## config.mk

```make
export PLATFORM = sky130hd
export DESIGN_NAME = overcurrent_select_gang_cdp_regs
export DESIGN_NICKNAME = d
export VERILOG_FILES = /design/src/include/hub_cfg_pkg.sv /design/src/verilog/overcurrent_select_gang_cdp_regs.sv /design/src/verilog/signal_sync2.sv
export SDC_FILE = /design/constraint.sdc
export NUM_CORES = 1
export LEC_CHECK = 0
export ABC_AREA = 1
export BUFFER_PORTS_ARGS = -buffer_cell sky130_fd_sc_hd__clkbuf_2
export CAP_MARGIN = 5
export CORE_AREA = 4 4 134 136
export CTS_BUF_LIST = sky130_fd_sc_hd__clkbuf_2
export DETAILED_ROUTE_END_ITERATION = 6
export DIE_AREA = 0 0 138 140
export GPL_TIMING_DRIVEN = 0
export SLEW_MARGIN = 25
export SYNTH_ARGS = -nofsm -noshare
export SYNTH_HDL_FRONTEND = slang
export SYNTH_HIERARCHICAL = 1
export SYNTH_SLANG_ARGS = --single-unit
```

## constraint.sdc

```tcl
create_clock -name pclk -period 2.2 [get_ports pclk]
set_input_delay 0.44 -clock pclk [delete_from_list [all_inputs] [get_ports pclk]]
set_output_delay 0.44 -clock pclk [all_outputs]
set_load 0.02 [all_outputs]
```

## src/include/hub_cfg_pkg.sv

```systemverilog
// Purpose: Shared constants and types for the over-current select,
//          gang and charging-port register block.
// Assumes: APB slave, 32-bit data, one register per aligned word.
// Notes:   Byte address is four times the register index.
package hub_cfg_pkg;
    localparam int NUM_PORTS = 7;
    localparam int GANG_PINS = 16;
    localparam int SYNC_WIDTH = 18;
    localparam int ADDR_W = 20;

    // Register indices; byte addresses are index times four
    localparam logic [15:0] IDX_SRC7 = 16'h3c38;
    localparam logic [15:0] IDX_CDP = 16'h5246;
    localparam logic [15:0] IDX_GANG_EN = 16'h525a;
    localparam logic [15:0] IDX_GANG_PIN = 16'h525b;
    localparam logic [15:0] IDX_INT_STATUS = 16'h5260;
    localparam logic [15:0] IDX_INT_MASK = 16'h5261;

    localparam logic [19:0] ADDR_SRC7 = {2'b00, IDX_SRC7, 2'b00};
    localparam logic [19:0] ADDR_CDP = {2'b00, IDX_CDP, 2'b00};
    localparam logic [19:0] ADDR_GANG_EN = {2'b00, IDX_GANG_EN, 2'b00};
    localparam logic [19:0] ADDR_GANG_PIN = {2'b00, IDX_GANG_PIN, 2'b00};
    localparam logic [19:0] ADDR_INT_STATUS =
        {2'b00, IDX_INT_STATUS, 2'b00};
    localparam logic [19:0] ADDR_INT_MASK = {2'b00, IDX_INT_MASK, 2'b00};

    // Over-current source codes, low nibble of the select register
    localparam logic [3:0] SRC_DISABLED = 4'h0;
    localparam logic [3:0] SRC_SENSE_PIN = 4'h1;
    localparam logic [3:0] SRC_GPIO = 4'h2;
    localparam logic [3:0] SRC_FORCED = 4'hf;

    // Gang pin codes that name no pin
    localparam logic [3:0] GANG_HOLE_A = 4'h2;
    localparam logic [3:0] GANG_HOLE_B = 4'he;

    // Field positions
    localparam int SRC_LSB = 0;
    localparam int GANG_EN_LSB = 1;
    localparam int INT_INVALID_BIT = 7;
    localparam int SYNC_SENSE_BIT = 16;
    localparam int SYNC_GPIO_BIT = 17;

    // Values after reset
    localparam logic [7:0] RST_SRC7 = 8'h00;
    localparam logic [7:0] RST_CDP = 8'h00;
    localparam logic [7:0] RST_GANG_EN = 8'h00;
    localparam logic [7:0] RST_GANG_PIN = 8'h00;
    localparam logic [7:0] RST_INT = 8'h00;
    localparam logic [31:0] RST_RDATA = 32'h0000_0000;

    typedef struct packed {
        logic [NUM_PORTS-1:0] overcurrent;
        logic port7_disabled;
    } port_status_t;
endpackage

```

## src/verilog/overcurrent_select_gang_cdp_regs.sv

```systemverilog
// Purpose: Port 7 over-current source select, charging-port detect
//          flags and over-current ganging, behind an APB slave.
// Assumes: Pins are asynchronous; handshake and local over-current
//          inputs come from logic on pclk.
// Notes:   Zero wait states; interrupt on over-current onset and on
//          an invalid gang pin choice while a port is ganged.
module overcurrent_select_gang_cdp_regs (
    input wire logic pclk,
    input wire logic presetn,
    input wire logic psel,
    input wire logic penable,
    input wire logic pwrite,
    input wire logic [19:0] paddr,
    input wire logic [31:0] pwdata,
    output logic [31:0] prdata,
    output logic pready,
    output logic pslverr,
    input wire logic overcurrent_sense,
    input wire logic overcurrent_gpio,
    input wire logic [15:0] gang_source_pins,
    input wire logic [5:0] local_overcurrent,
    input wire logic [6:0] cdp_handshake,
    input wire logic [6:0] port_enumerated,
    output hub_cfg_pkg::port_status_t port_status,
    output logic gang_code_invalid,
    output logic irq
);
    logic [7:0] src7_reg;
    logic [7:0] cdp_reg;
    logic [7:0] gang_en_reg;
    logic [7:0] gang_pin_reg;
    logic [7:0] int_status_reg;
    logic [7:0] int_mask_reg;
    logic [17:0] sync_q;

    // Codes 2 and 14 and anything above 15 name no pin
    function automatic logic gang_code_valid(input logic [5:0] code);
        return (code[5:4] == 2'b00) &&
            (code[3:0] != hub_cfg_pkg::GANG_HOLE_A) &&
            (code[3:0] != hub_cfg_pkg::GANG_HOLE_B);
    endfunction

    function automatic logic addr_is(input logic [19:0] a,
                                     input logic [19:0] b);
        return a == b;
    endfunction

    signal_sync2 #(
        .WIDTH(hub_cfg_pkg::SYNC_WIDTH)
    ) pin_sync (
        .clk(pclk),
        .rst_n(presetn),
        .d({overcurrent_gpio, overcurrent_sense, gang_source_pins}),
        .q(sync_q)
    );

    wire sense_q = sync_q[hub_cfg_pkg::SYNC_SENSE_BIT];
    wire gpio_q = sync_q[hub_cfg_pkg::SYNC_GPIO_BIT];
    wire [15:0] pins_q = sync_q[15:0];

    // APB decode
    wire setup = psel && !penable;
    wire access = psel && penable && pready;
    wire wr = access && pwrite;
    wire hit_src7 = addr_is(paddr, hub_cfg_pkg::ADDR_SRC7);
    wire hit_cdp = addr_is(paddr, hub_cfg_pkg::ADDR_CDP);
    wire hit_gang_en = addr_is(paddr, hub_cfg_pkg::ADDR_GANG_EN);
    wire hit_gang_pin = addr_is(paddr, hub_cfg_pkg::ADDR_GANG_PIN);
    wire hit_int_status = addr_is(paddr, hub_cfg_pkg::ADDR_INT_STATUS);
    wire hit_int_mask = addr_is(paddr, hub_cfg_pkg::ADDR_INT_MASK);
    wire mapped = hit_src7 || hit_cdp || hit_gang_en || hit_gang_pin ||
        hit_int_status || hit_int_mask;
    wire [7:0] wdata8 = pwdata[7:0];

    wire [7:0] read_byte =
        hit_src7 ? src7_reg :
        hit_cdp ? cdp_reg :
        hit_gang_en ? gang_en_reg :
        hit_gang_pin ? gang_pin_reg :
        hit_int_status ? int_status_reg :
        hit_int_mask ? int_mask_reg : 8'h00;

    // Port 7 source selection
    wire [3:0] src7_code = src7_reg[hub_cfg_pkg::SRC_LSB +: 4];
    logic port7_local;
    logic port7_off;

    always_comb
    begin
        port7_local = 1'b0;
        port7_off = 1'b0;
        case (src7_code)
            hub_cfg_pkg::SRC_DISABLED:
            begin
                port7_off = 1'b1;
            end
            hub_cfg_pkg::SRC_SENSE_PIN:
            begin
                port7_local = sense_q;
            end
            hub_cfg_pkg::SRC_GPIO:
            begin
                port7_local = gpio_q;
            end
            hub_cfg_pkg::SRC_FORCED:
            begin
                port7_local = 1'b1;
            end
            default:
            begin
                // Reserved codes: report no over-current rather than guess
                port7_local = 1'b0;
            end
        endcase
    end

    // Gang routing
    wire [5:0] gang_code = gang_pin_reg[5:0];
    wire gang_valid = gang_code_valid(gang_code);
    wire gang_pin_level = gang_valid ? pins_q[gang_code[3:0]] : 1'b0;
    wire [6:0] gang_en = gang_en_reg[hub_cfg_pkg::GANG_EN_LSB +: 7];
    wire [6:0] local_all = {port7_local, local_overcurrent};
    wire [6:0] oc_next;

    genvar gi;
    generate
        for (gi = 0; gi < hub_cfg_pkg::NUM_PORTS; gi++)
        begin : g_route
            assign oc_next[gi] = gang_en[gi] ? gang_pin_level
                                             : local_all[gi];
        end
    endgenerate

    wire invalid_next = (|gang_en) && !gang_valid;

    // Events: set beats a same-cycle clear everywhere below
    wire [6:0] oc_rise = oc_next & ~port_status.overcurrent;
    wire invalid_rise = invalid_next && !gang_code_invalid;
    wire [7:0] int_events = {invalid_rise, oc_rise};
    wire [7:0] int_clear = (wr && hit_int_status) ? wdata8 : 8'h00;
    wire [7:0] int_status_next =
        (int_status_reg & ~int_clear) | int_events;
    wire [7:0] int_mask_next =
        (wr && hit_int_mask) ? wdata8 : int_mask_reg;
    wire [6:0] cdp_event = cdp_handshake & ~port_enumerated;
    wire [7:0] cdp_base = (wr && hit_cdp) ? wdata8 : cdp_reg;
    wire [7:0] cdp_next = cdp_base | {1'b0, cdp_event};

    // Configuration registers; reserved bits kept as written
    always_ff @(posedge pclk or negedge presetn)
    begin
        if (!presetn)
        begin
            src7_reg <= hub_cfg_pkg::RST_SRC7;
            gang_en_reg <= hub_cfg_pkg::RST_GANG_EN;
            gang_pin_reg <= hub_cfg_pkg::RST_GANG_PIN;
        end
        else
        begin
            if (wr && hit_src7)
                src7_reg <= wdata8;
            if (wr && hit_gang_en)
                gang_en_reg <= wdata8;
            if (wr && hit_gang_pin)
                gang_pin_reg <= wdata8;
        end
    end

    always_ff @(posedge pclk or negedge presetn)
    begin
        if (!presetn)
        begin
            cdp_reg <= hub_cfg_pkg::RST_CDP;
            int_status_reg <= hub_cfg_pkg::RST_INT;
            int_mask_reg <= hub_cfg_pkg::RST_INT;
            irq <= 1'b0;
        end
        else
        begin
            cdp_reg <= cdp_next;
            int_status_reg <= int_status_next;
            int_mask_reg <= int_mask_next;
            irq <= |(int_status_next & int_mask_next);
        end
    end

    always_ff @(posedge pclk or negedge presetn)
    begin
        if (!presetn)
        begin
            port_status <= '0;
            gang_code_invalid <= 1'b0;
        end
        else
        begin
            port_status.overcurrent <= oc_next;
            port_status.port7_disabled <= port7_off;
            gang_code_invalid <= invalid_next;
        end
    end

    // Read data is captured at the end of setup, so it may lag a
    // same-cycle hardware update by one clock
    always_ff @(posedge pclk or negedge presetn)
    begin
        if (!presetn)
        begin
            pready <= 1'b0;
            pslverr <= 1'b0;
            prdata <= hub_cfg_pkg::RST_RDATA;
        end
        else
        begin
            pready <= setup;
            pslverr <= setup && !mapped;
            if (setup)
                prdata <= {24'h00_0000, read_byte};
        end
    end

    // Checks
    wire src7_write = wr && hit_src7;

    property p_src_disabled;
        @(posedge pclk) disable iff (!presetn)
        (src7_code == hub_cfg_pkg::SRC_DISABLED) && !gang_en[6]
            |=> port_status.port7_disabled &&
                !port_status.overcurrent[6];
    endproperty
    a_src_disabled: assert property (p_src_disabled)
        else $error("Disabled port 7 shows over-current");

    property p_src_sense;
        @(posedge pclk) disable iff (!presetn)
        (src7_code == hub_cfg_pkg::SRC_SENSE_PIN) && !gang_en[6]
            |=> port_status.overcurrent[6] == $past(sense_q);
    endproperty
    a_src_sense: assert property (p_src_sense)
        else $error("Port 7 does not follow the sense pin");

    property p_src_gpio;
        @(posedge pclk) disable iff (!presetn)
        (src7_code == hub_cfg_pkg::SRC_GPIO) && !gang_en[6]
            |=> port_status.overcurrent[6] == $past(gpio_q);
    endproperty
    a_src_gpio: assert property (p_src_gpio)
        else $error("Port 7 does not follow the GPIO pin");

    property p_src_forced;
        @(posedge pclk) disable iff (!presetn)
        (src7_code == hub_cfg_pkg::SRC_FORCED) && !gang_en[6]
            |=> port_status.overcurrent[6] && !port_status.port7_disabled;
    endproperty
    a_src_forced: assert property (p_src_forced)
        else $error("Forced mode does not hold over-current on");

    property p_cdp_set;
        @(posedge pclk) disable iff (!presetn)
        (cdp_event != 7'h00)
            |=> ((cdp_reg[6:0] & $past(cdp_event)) == $past(cdp_event));
    endproperty
    a_cdp_set: assert property (p_cdp_set)
        else $error("Charging-port flag not set by handshake");

    property p_gang_route;
        @(posedge pclk) disable iff (!presetn)
        gang_en[0] |=> port_status.overcurrent[0] == $past(gang_pin_level);
    endproperty
    a_gang_route: assert property (p_gang_route)
        else $error("Ganged port 1 does not follow the gang pin");

    property p_gang_invalid;
        @(posedge pclk) disable iff (!presetn)
        (gang_en != 7'h00) && !gang_code_invalid &&
            (gang_code == {2'b00, hub_cfg_pkg::GANG_HOLE_B})
            |=> gang_code_invalid
                && int_status_reg[hub_cfg_pkg::INT_INVALID_BIT];
    endproperty
    a_gang_invalid: assert property (p_gang_invalid)
        else $error("Invalid gang code not flagged");

    property p_reserved_store;
        @(posedge pclk) disable iff (!presetn)
        src7_write |=> src7_reg == $past(wdata8);
    endproperty
    a_reserved_store: assert property (p_reserved_store)
        else $error("Select register did not keep written byte");

    property p_apb_ready;
        @(posedge pclk) disable iff (!presetn)
        setup |=> pready ##1 !pready;
    endproperty
    a_apb_ready: assert property (p_apb_ready)
        else $error("Slave did not answer after one setup cycle");

    c_forced: cover property (@(posedge pclk) disable iff (!presetn)
        src7_code == hub_cfg_pkg::SRC_FORCED ##1 port_status.overcurrent[6]);
    c_gang: cover property (@(posedge pclk) disable iff (!presetn)
        gang_en[0] && gang_pin_level ##1 port_status.overcurrent[0]);
    c_cdp: cover property (@(posedge pclk) disable iff (!presetn)
        cdp_event[6] ##1 cdp_reg[6]);
    c_irq: cover property (@(posedge pclk) disable iff (!presetn)
        !irq ##1 irq);
endmodule

```

## src/verilog/signal_sync2.sv

```systemverilog
// Purpose: Two-flop synchroniser for asynchronous pin levels.
// Assumes: Inputs are levels; pulses shorter than a clock are lost.
// Notes:   First stage feeds only the second stage.
module signal_sync2 #(
    parameter int WIDTH = 1
) (
    input wire logic clk,
    input wire logic rst_n,
    input wire logic [WIDTH-1:0] d,
    output logic [WIDTH-1:0] q
);
    logic [WIDTH-1:0] meta_reg;

    always_ff @(posedge clk or negedge rst_n)
    begin
        if (!rst_n)
        begin
            meta_reg <= '0;
            q <= '0;
        end
        else
        begin
            meta_reg <= d;
            q <= meta_reg;
        end
    end
endmodule

```

# --- After elaboration in Yosys (flattened, before gate mapping) ---
# Cells that the tools add are included.
# W data, S select, Z words.
classes:
  n_lt_le_gt_ge: 1
  n_eq_ne: 11
  muxes: 21
  bitwise: 9
  n_reduce_logical: 28
ops:
  columns: ["cell", "n"]
  rows:
  - ["$eq A20 B17 Y1 const B", 5]
  - ["$mux W8", 9]
  - ["$eq A20 B16 Y1 const B", 1]
  - ["$and A8 B8 Y8", 2]
  - ["$logic_and A1 B1 Y1", 15]
  - ["$and A7 B7 Y7", 2]
  - ["$not A7 Y7", 2]
  - ["$mux W1", 10]
  - ["$not A8 Y8", 1]
  - ["$or A8 B7 Y8", 1]
  - ["$or A8 B8 Y8", 1]
  - ["$reduce_or A8 Y1", 1]
  - ["$reduce_or A7 Y1", 1]
  - ["$logic_or A1 B1 Y1", 5]
  - ["$lt A4 B5 Y1 const B", 1]
  - ["$bmux W1 S4", 1]
  - ["$eq A4 B1 Y1 const B", 1]
  - ["$eq A4 B2 Y1 const B", 1]
  - ["$eq A4 B4 Y1 const B", 1]
  - ["$logic_not A1 Y1", 4]
  - ["$logic_not A4 Y1", 1]
  - ["$ne A4 B2 Y1 const B", 1]
  - ["$ne A4 B4 Y1 const B", 1]
  - ["$pmux W1 S3", 1]
  - ["$logic_not A2 Y1", 1]
totals:
  ff_bits: 104
  inputBits: 95
  out_inout_bits: 44

# --- Longest topological paths before layout ---
# Gate-level depths: netlist of the first run.
logic_depth:
  word_depth: 10
  depth_mapped: 18

# --- By module ---
# The synthesis of the first run kept the hierarchy.
modules_own_cells:
  columns: ["module", "n_inst", "cells_per_inst", "area_per_inst_um2", "seq_area_each_um2"]
  rows:
  - ["overcurrent_select_gang_cdp_regs", 1, 512, 4037.6, 1701.6]
  - ["signal_sync2", 1, 36, 900.9, 900.9]

# --- Worst setup path before layout of the first run ---
# OpenSTA, ideal clock, no wires.
synth_timing:
  path_kind: "input port to flip-flop"
  from: "in paddr[1]"
  to: "reg gang_en_reg[6]"
  setup_time_ns: 0.121
  t_arrival_ns: 1.583
  t_required_ns: 2.079
  setup_slack_ns: 0.496
  cell_stages: 7
  n_path_buf: 1
  path_cell_list: "nor2_4 nand3_2 nor4_4 nand2_4 buf_6 nand2_1 o21ai_2"
synth_via:
  elab_chain_len: 2
synth_rtl:
  columns: ["item", "line_no", "text"]
  rows:
  - ["start: declaration", "overcurrent_select_gang_cdp_regs.sv:13", "input wire logic [19:0] paddr,"]
  - ["$eq A20 B17 Y1", "overcurrent_select_gang_cdp_regs.sv:45", "return a == b;"]
  - ["$logic_and A1 B1 Y1", "overcurrent_select_gang_cdp_regs.sv:162", "if (wr && hit_gang_en)"]
  - ["end signal: assignment", "overcurrent_select_gang_cdp_regs.sv:155", "gang_en_reg <= hub_cfg_pkg::RST_GANG_EN;"]
  - ["end signal: assignment", "overcurrent_select_gang_cdp_regs.sv:163", "gang_en_reg <= wdata8;"]
  - ["end: declaration", "overcurrent_select_gang_cdp_regs.sv:30", "logic [7:0] gang_en_reg;"]
# Every way passes these cells.
# A chain may end at the register's enable or synchronous reset.

# --- Worst setup path after layout of the first run ---
layout_timing:
  from: "reg gang_pin_reg[2]"
  to: "reg irq"
layout_via:
  elab_chain_len: 9
  word_cells_on_any_way: 21
  cone_classes: "eq/ne (2); mux (10); bitwise (3); reduce/logical (6)"
layout_rtl:
  columns: ["item", "line_no", "text"]
  rows:
  - ["start: declaration", "overcurrent_select_gang_cdp_regs.sv:31", "logic [7:0] gang_pin_reg;"]
  - ["start signal: assignment", "overcurrent_select_gang_cdp_regs.sv:156", "gang_pin_reg <= hub_cfg_pkg::RST_GANG_PIN;"]
  - ["start signal: assignment", "overcurrent_select_gang_cdp_regs.sv:165", "gang_pin_reg <= wdata8;"]
  - ["branches (longest 3 deep; another with $bmux W1 S4)", null, null]
  - ["$mux W1 (*)", "overcurrent_select_gang_cdp_regs.sv:120", "wire gang_pin_level = gang_valid ? pins_q[gang_code[3:0]] : 1'b0;"]
  - ["$mux W1 (*)", "overcurrent_select_gang_cdp_regs.sv:129", "assign oc_next[gi] = gang_en[gi] ? gang_pin_level"]
  - ["$and A7 B7 Y7 (*)", "overcurrent_select_gang_cdp_regs.sv:137", "wire [6:0] oc_rise = oc_next & ~port_status.overcurrent;"]
  - ["$or A8 B8 Y8 (*)", "overcurrent_select_gang_cdp_regs.sv:142", "(int_status_reg & ~int_clear) | int_events;"]
  - ["via int_status_next[2]", "overcurrent_select_gang_cdp_regs.sv:141", "wire [7:0] int_status_next ="]
  - ["$and A8 B8 Y8 (*)", "overcurrent_select_gang_cdp_regs.sv:183", "irq <= |(int_status_next & int_mask_next);"]
  - ["$reduce_or A8 Y1 (*)", "overcurrent_select_gang_cdp_regs.sv:183", null]
  - ["end signal: assignment", "overcurrent_select_gang_cdp_regs.sv:183", null]
  - ["end: declaration", "overcurrent_select_gang_cdp_regs.sv:26", "output logic irq"]
# Mark *: on every way through the listed nets, which the timed path passes. The select of a mux whose other input is x is not followed.

==> metrics list, run 1 <==
- In the finished design, the share of the clock period the worst path needs comes to 0.904.
* Crit path max fanout: 10
- The number of antenna violations at the first check in global routing came to 1.
- Among all flip-flop cells after synthesis, the most frequent one is sky130_fd_sc_hd__dfrtp_1.
- TritonRoute pass-1 iters: 4
- Insertion delay of the later-clocked pin in the worst-skew pair: 590 ps
* Beginning of the worst register-to-register path: gang_pin_reg[2]
* Number of global-route vias before repair: 3928
- Area of the core: 16900 µm²
* Remaining global-route overflow: 0
* Total setup buffers inserted after CTS: 0
- The worst register-to-register path ends at irq.
* Minimum setup slack after placement: -168 ps
- Hold path startpoint: port_enumerated[4]
- CP endpoint kind: flip-flop
- Drt total wl: 12300 µm
* TritonCTS clock tree: built
- Pin count of the biggest net entering global routing: 63
- Share of flip-flops with an asynchronous set or reset: 1.00
* Gpl congestion: 0.784
- Hold worst-path end: cdp_reg[4]
* Number of flops mapped to enable cells by yosys: 0
* Count of nets left with antenna violations after detail routing: 0
* Final-stage net count: 787
- Cell internal pwr: 2.58 mW
- The share of total power dissipated in the clock network is 0.321.
- Worst min path class: in -> reg
- The worst setup path is of the reg -> reg kind.
- Headroom to the max-slew limit came out at 0.473.
- The number of hold-slack violations in the final timing report is 0.
- STA classifies the critical path startpoint as a flip-flop.
* Commonest non-fill, non-tap cells in the layout: sky130_fd_sc_hd__nand2_1 (153), sky130_fd_sc_hd__dfrtp_1 (103), sky130_fd_sc_hd__clkbuf_2 (98)
* Gate power share: 0.100
- The count of cells in the finished layout, fillers not included, comes to 922.
- After detailed routing, the average wire length per cell comes to 13.3 µm.
- In this run the static leakage power is 3.10 nW.
* Number of clock sinks seen by CTS: 104
- Max cap viols: 0
- Setup repair after global routing left no endpoint under its margin.
- Average size of a mapped cell: 9.01 µm²
- The floorplan has 48 rows.
- Number of distinct library cells after synthesis: 39
- Timing would allow up to 503 MHz.
- Of the total power, the share spent switching nets is 0.244.
- Power spread over the standard cell area amounts to 554 nW/µm².
- Number of cells on the worst hold path: 2
- Clk root buf: sky130_fd_sc_hd__clkbuf_2
* Final setup violating endpoints: 0
- Number of cells produced by synthesis: 548
- Global-route wire length before repair: 20200 µm
- The worst path in the final design needs a cycle of 1990 ps, including I/O delays and setup.
* Most frequent standard cell in the layout excluding fill and tap cells: sky130_fd_sc_hd__nand2_1
- Overall Global Routing Usage: 0.130
- Counting the buffers created by CTS gives 9.
- After synthesis the netlist holds a flip-flop and latch count of 104.
* Area of the mapped netlist: 4940 µm²
- At the worst endpoint, the required time is 2710 ps.
- For this block, the initial DRC count from the detailed router was 155.
- Placement Cell Area: 5790 µm²
- Synth-to-Final Area Change: 24.5%
* Largest vdd supply drop: 0.285 mV
- Vias: 3946
- In the post-route analysis, the smallest setup slack over all paths is 211 ps.
- In the routed design, unresolved DRC markers number 0.
- The count of final max-slew check failures was 0.
- Clock skew on the completed layout was measured at 32.1 ps.
* Fill count: 1797
- Of the synthesized area, sequential elements account for 0.527.
* Path depth of the worst reg2reg path: 14
* Die height: 140 µm
- Die area: 19300 µm²
- H-tree depth reported by CTS: 3
- Port bufs: 90
- Actual slew at the worst max-slew pin: 785 ps
- After clock tree synthesis, the clock-pin slew on the worst setup and hold paths is 260 ps.
- Counting along the longest clock path gives a buffer depth of 2.
- Data arrives at the worst endpoint at 2500 ps.
- Switching power: 830 µW
- The setup check on the worst reg-to-reg path leaves a slack of 210 ps.
- The share of total power dissipated in sequential elements is 0.578.
- Once layout is done, the placed cells without fillers occupy 6150 µm².
- Share of post-route cells with drive strength above 1: 0.279
- Warnings, synthesis: 6
- I/O pin total: 139
- Detailed placement ended at an HPWL of 9470 µm.
* Starting Density: 0.292
- Using the TritonRoute via totals, the vias-per-cell ratio works out to 4.28.
* Result of the run: finished, final reports clean
- Total power draw: 3.41 mW
* Chip Width: 138 µm
- Once placement completed, the tool counted placed cells totaling 887.
==> Yosys cell counts, types with 11 or more instances <==
cell | count | area, µm²
sky130_fd_sc_hd__nand2_1 | 153 | 574
sky130_fd_sc_hd__o21ai_0 | 12 | 60.1
sky130_fd_sc_hd__a21oi_1 | 11 | 55.1
sky130_fd_sc_hd__inv_1 | 66 | 248
sky130_fd_sc_hd__nand4_1 | 11 | 68.8
sky130_fd_sc_hd__o21ai_1 | 16 | 80.1
sky130_fd_sc_hd__buf_4 | 24 | 180
sky130_fd_sc_hd__nand3_1 | 24 | 120
sky130_fd_sc_hd__nor2_1 | 24 | 90.1
sky130_fd_sc_hd__nor3_1 | 11 | 55.1
sky130_fd_sc_hd__dfrtp_1 | 104 | 2600
==> logic make-up after synthesis <==
kind of cell	after synthesis	synth area share
other	1	0.000759
muxes	1	0.00228
and+or+nand+nor	261	0.259
AOI/OAI and AO/OA	74	0.105
buffers and inverters	107	0.106
DFF	104	0.527
==> critical path, stage by stage, from the launching register on <==
cell and delay, ps:
sky130_fd_sc_hd__dfrtp_1 500, sky130_fd_sc_hd__inv_1 90, sky130_fd_sc_hd__nand2_1 60, sky130_fd_sc_hd__inv_1 80
sky130_fd_sc_hd__nor2_1 50, sky130_fd_sc_hd__a211oi_2 280, sky130_fd_sc_hd__nand2_2 170, sky130_fd_sc_hd__buf_6 180
sky130_fd_sc_hd__nand2_1 50, sky130_fd_sc_hd__nand3_1 90, sky130_fd_sc_hd__nand2_2 80, sky130_fd_sc_hd__nand2_1 50
sky130_fd_sc_hd__nand2_1 100, sky130_fd_sc_hd__nor2_1 50, sky130_fd_sc_hd__nand2_1 90
==> power groups by stage <==
stage	registers [mW]	clock network (mW)	logic (mW)
2_1_floorplan	2.01	0	0.152
3_3_place_gp	2.00	0	0.310
3_5_place_dp	2.00	0	0.319
4_1_cts	1.97	1.12	0.347
5_1_grt	1.98	1.20	0.383
6_report	1.97	1.10	0.342
==> per-stage QoR <==
stage / utilization / hold slack (ps) / setup TNS [ps]
after global routing: 0.363 / 0.379 / 0
final: 0.363 / 42.7 / 0
after floorplan: - / 144 / 0
after global placement: 0.340 / 333 / -76950
after detailed placement: 0.342 / 335 / -881
after CTS: 0.363 / 6.46 / 0
==> routing by layer <==
metal / global-route usage / up-vias / wire length (µm)
met5: 0 / - / 0
met4: 0.0359 / 0 / 127
met3: 0.0307 / 8 / 642
met2: 0.218 / 86 / 6000
met1: 0.168 / 1845 / 5530
li1: - / 2007 / -
==> layout make-up <==
cell class | count | area [µm²] | area share
Multi-Input combinational cell | 360 | 1910 | 0.310
Antenna cell | 1 | 2.50 | 0.000407
Timing Repair Buffer | 110 | 677 | 0.110
Tap cell | 225 | 282 | 0.0458
Clock buffer | 9 | 45.0 | 0.00732
Sequential cell | 104 | 2600 | 0.423
Buffer | 32 | 243 | 0.0395
Clock inverter | 6 | 109 | 0.0177
Inverter | 75 | 283 | 0.0460
==> repair_timing <==
item / 4_1_cts / 5_1_grt
endpoints found under the hold margin: 60 / 0
setup endpoints to repair: 1 / 1
hold buffers: 19 / 0
gates resized for setup: 1 / 1
==> how the worst max path moves through the flow <==
stage                                end       startpoint  slack, ps  cells past startpoint
after floorplan           gang_en_reg[6]         paddr[1]        500                      7
after global placement        cdp_reg[0]          presetn       -740                      1
after detailed placement      cdp_reg[5]             psel       -170                      7
after CTS                            irq  gang_pin_reg[1]        130                     16
after global routing                 irq  gang_pin_reg[0]         10                     17
final                                irq  gang_pin_reg[2]        210                     14
(Power assumes the default switching activity.)
==> inputs of run 2 (changes only) <==
- CORE_AREA: 4 4 134 136 -> 4 4 146 148
- DIE_AREA: 0 0 138 140 -> 0 0 150 152
==> metrics list, run 2 (synthesized netlist as in run 1, its figures left out) <==
- The flow ran to the end, and the final reports show no timing, DRC or antenna violations.
* DRC: 0 (unchanged)
- The portion of the clock cycle consumed by the worst path in the final layout came to 0.903 (-0.00150).
- Starting Density: 0.246 (-0.0452)
- Port bufs: 90 (unchanged)
- Setup repair after global routing left no endpoint under its margin.
- Walking the worst path, the cells encountered are nand4_4, inv_2, nand3_2, clkbuf_1, nand2_1, o221ai_1.
* Overall Global Routing Usage: 0.117 (-0.0132)
- Number of clock sinks seen by CTS: 104 (unchanged)
- In this run the critical register-to-register path is captured at cdp_reg[3].
- Half-perimeter wire length after placement: 10000 µm (+5.7%)
* Area of the core: 20000 µm² (+18%)
- The top cell types in the final layout, fill and taps aside, are sky130_fd_sc_hd__nand2_1 (153), sky130_fd_sc_hd__dfrtp_1 (103), sky130_fd_sc_hd__clkbuf_2 (98).
* Insertion delay of the later-clocked pin in the worst-skew pair: 570 ps (-20 ps)
- The worst max-slew margin expressed relative to the limit came to 0.462 (-0.0102).
- Slowest-stage cell, CP: sky130_fd_sc_hd__dfrtp_1
* Std-Cell Rows: 52 (+8.3%)
* Gpl congestion: 0.804 (+2.5%)
* Share of post-route cells with drive strength above 1: 0.276 (-0.00302)
- Max Buffers Root-to-Sink: 2 (unchanged)
- Number of global-route vias before repair: 3907 (-0.53%)
- Data required time of the critical path: 2660 ps (-50 ps)
* Post-layout instance area: 6170 µm² (+0.41%)
- The cell sitting at the root of the clock tree is a sky130_fd_sc_hd__clkbuf_2.
- The worst hold path belongs to the class in -> reg.
- Worst hold slack after final layout: 46.1 ps (+3.39 ps)
- The pin count of the biggest net entering global routing is 64 (+1.6%).
- The violation count after the first detailed-route iteration is 213 (+37%).
- The overall die width came to 150 µm (+8.7%).
- In this run the critical register-to-register path is launched from pready.
- The fraction of the core area covered by cells at the end of the flow was 0.308 (-0.0550).
- The signal arrival time at the worst endpoint is 2440 ps (-60 ps).
- The number of hold-slack violations in the final timing report is 0 (unchanged).
- The worst setup path is captured at a flip-flop.
* Hold path startpoint: port_enumerated[0]
- TritonCTS built the clock tree.
- The leakage power figure is 3.07 nW (-0.95%).
- Upper clock frequency limit: 504 MHz (+0.17%)
- Broken down by cell family, the worst path's largest delay share belongs to simple AND/OR/NAND/NOR gates.
* Routed vias/inst: 4.11 (-3.9%)
* Die area: 22800 µm² (+18%)
- Largest vdd supply drop: 0.198 mV (-30%)
- The post-layout minimum cycle time was 1990 ps (-3.29 ps).
* Total count of max-transition violations in the final report: 0 (unchanged)
- The average wire length per cell after detail routing is 13.6 µm (+2.0%).
- Remaining global-route overflow: 0 (unchanged)
- The detailed-router iteration count before antenna repair is 4 (unchanged).
- The clock edge transition at the registers on the reported setup and hold paths was 290 ps (+30 ps).
* Max cap viols: 0 (unchanged)
* Global-route wire length before repair: 20700 µm (+2.6%)
* H-tree depth reported by CTS: 3 (unchanged)
- Crit path buf inv count: 2 (-1)
- The number of CTS-inserted buffers is 9 (unchanged).
- Final-stage net count: 790 (+0.38%)
- Placement Cell Area: 5850 µm² (+0.97%)
- The depth of the worst hold-timing path was 2 (unchanged).
* Vias: 3992 (+1.2%)
* Die height: 152 µm (+8.6%)
- The total setup violations reported at the end of the flow came to 0 (unchanged).
- The largest fanout of any net on the critical path is 10 (unchanged).
- Worst setup SP type: flip-flop
- Worst R2R Setup Slack: 210 ps (about the same)
- The slew at the pin with the worst max-slew slack is 800 ps (+15.2 ps).
* Delay of the slowest critical-path stage: 460 ps (-40 ps)
* Fill count: 2188 (+22%)
- Hold worst-path end: cdp_reg[0]
- From synthesis to final layout, the design area changed by 25.0%.
- Path depth of the worst reg2reg path: 6 (-8)
* Drt total wl: 13200 µm (+7.4%)
* I/O pin total: 139 (unchanged)
- Count of nets left with antenna violations after detail routing: 0 (unchanged)
- The library cell used most frequently in the layout, excluding fill and tap cells, is sky130_fd_sc_hd__nand2_1.
- Class of the most critical setup path: reg -> reg
- The number of antenna violations at the first check in global routing was 1 (unchanged).
- The worst-case clock skew came to 18.2 ps (-13.9 ps).
- The power density over cell area came to 505 nW/µm² (-8.9%).
-- run 2: layout make-up --
type,instances,area [µm²],share of cell area
plain buffers,32,243,0.0393
inverters,75,283,0.0458
flip-flops and latches,104,2600,0.422
repair buffers,113,707,0.114
well taps,270,338,0.0547
clock inverters,7,47.5,0.00770
clock buffers,9,45.0,0.00729
diodes,1,2.50,0.000405
multi-input cells,360,1910,0.309
-- run 2: metal layers --
layer  vias up  track usage  part of all wire
met1      1877        0.154              0.44
met5         -            0                 0
met4         0       0.0449             0.021
li1       2011            -                 -
met2        92        0.188              0.48
met3        12       0.0244             0.059
-- run 2: per-stage QoR --
step | setup WS, ps | total power, mW | TNS [ps] | cells
floorplan | 496 | 2.17 | 0 | 571
global placement | -767 | 2.32 | -80150 | 931
detailed placement | -203 | 2.33 | -1120 | 932
CTS | 57.2 | 3.15 | 0 | 967
global route | 7.72 | 3.28 | 0 | 971
finish | 214 | 3.12 | 0 | 971
-- run 2: worst reg2reg max path, delay by kind of cell (launching register included) --
family | cells | cell delay (ps)
buffers and inverters | 2 | 650
AO/OA/AOI/OAI | 1 | 110
flip-flops | 1 | 460
AND/OR/NAND/NOR | 3 | 670
-- run 2: report_power, final --
group / internal (mW) / leakage [nW] / switching [mW]
clock network: 0.146 / 0.0496 / 0.650
logic: 0.142 / 1.76 / 0.208
registers: 1.96 / 1.27 / 0.0130
total: 2.25 / 3.07 / 0.871
-- run 2: timing repair --
item / CTS / global route
endpoints found under the setup margin: 4 / 1
hold buffers: 19 / 3
setup buffers: 0 / 0
endpoints found under the hold margin: 59 / 3
resized for setup: 1 / 1
-- run 2: worst max-delay path by stage --
stage / from / end / slack (ps) / depth (start not counted)
finish: pready / cdp_reg[3] / 210 / 6
global route: gang_pin_reg[0] / irq / 8 / 17
detailed placement: psel / cdp_reg[4] / -200 / 7
floorplan: paddr[1] / gang_en_reg[6] / 500 / 7
global placement: presetn / pslverr / -770 / 1
CTS: gang_pin_reg[1] / irq / 60 / 16
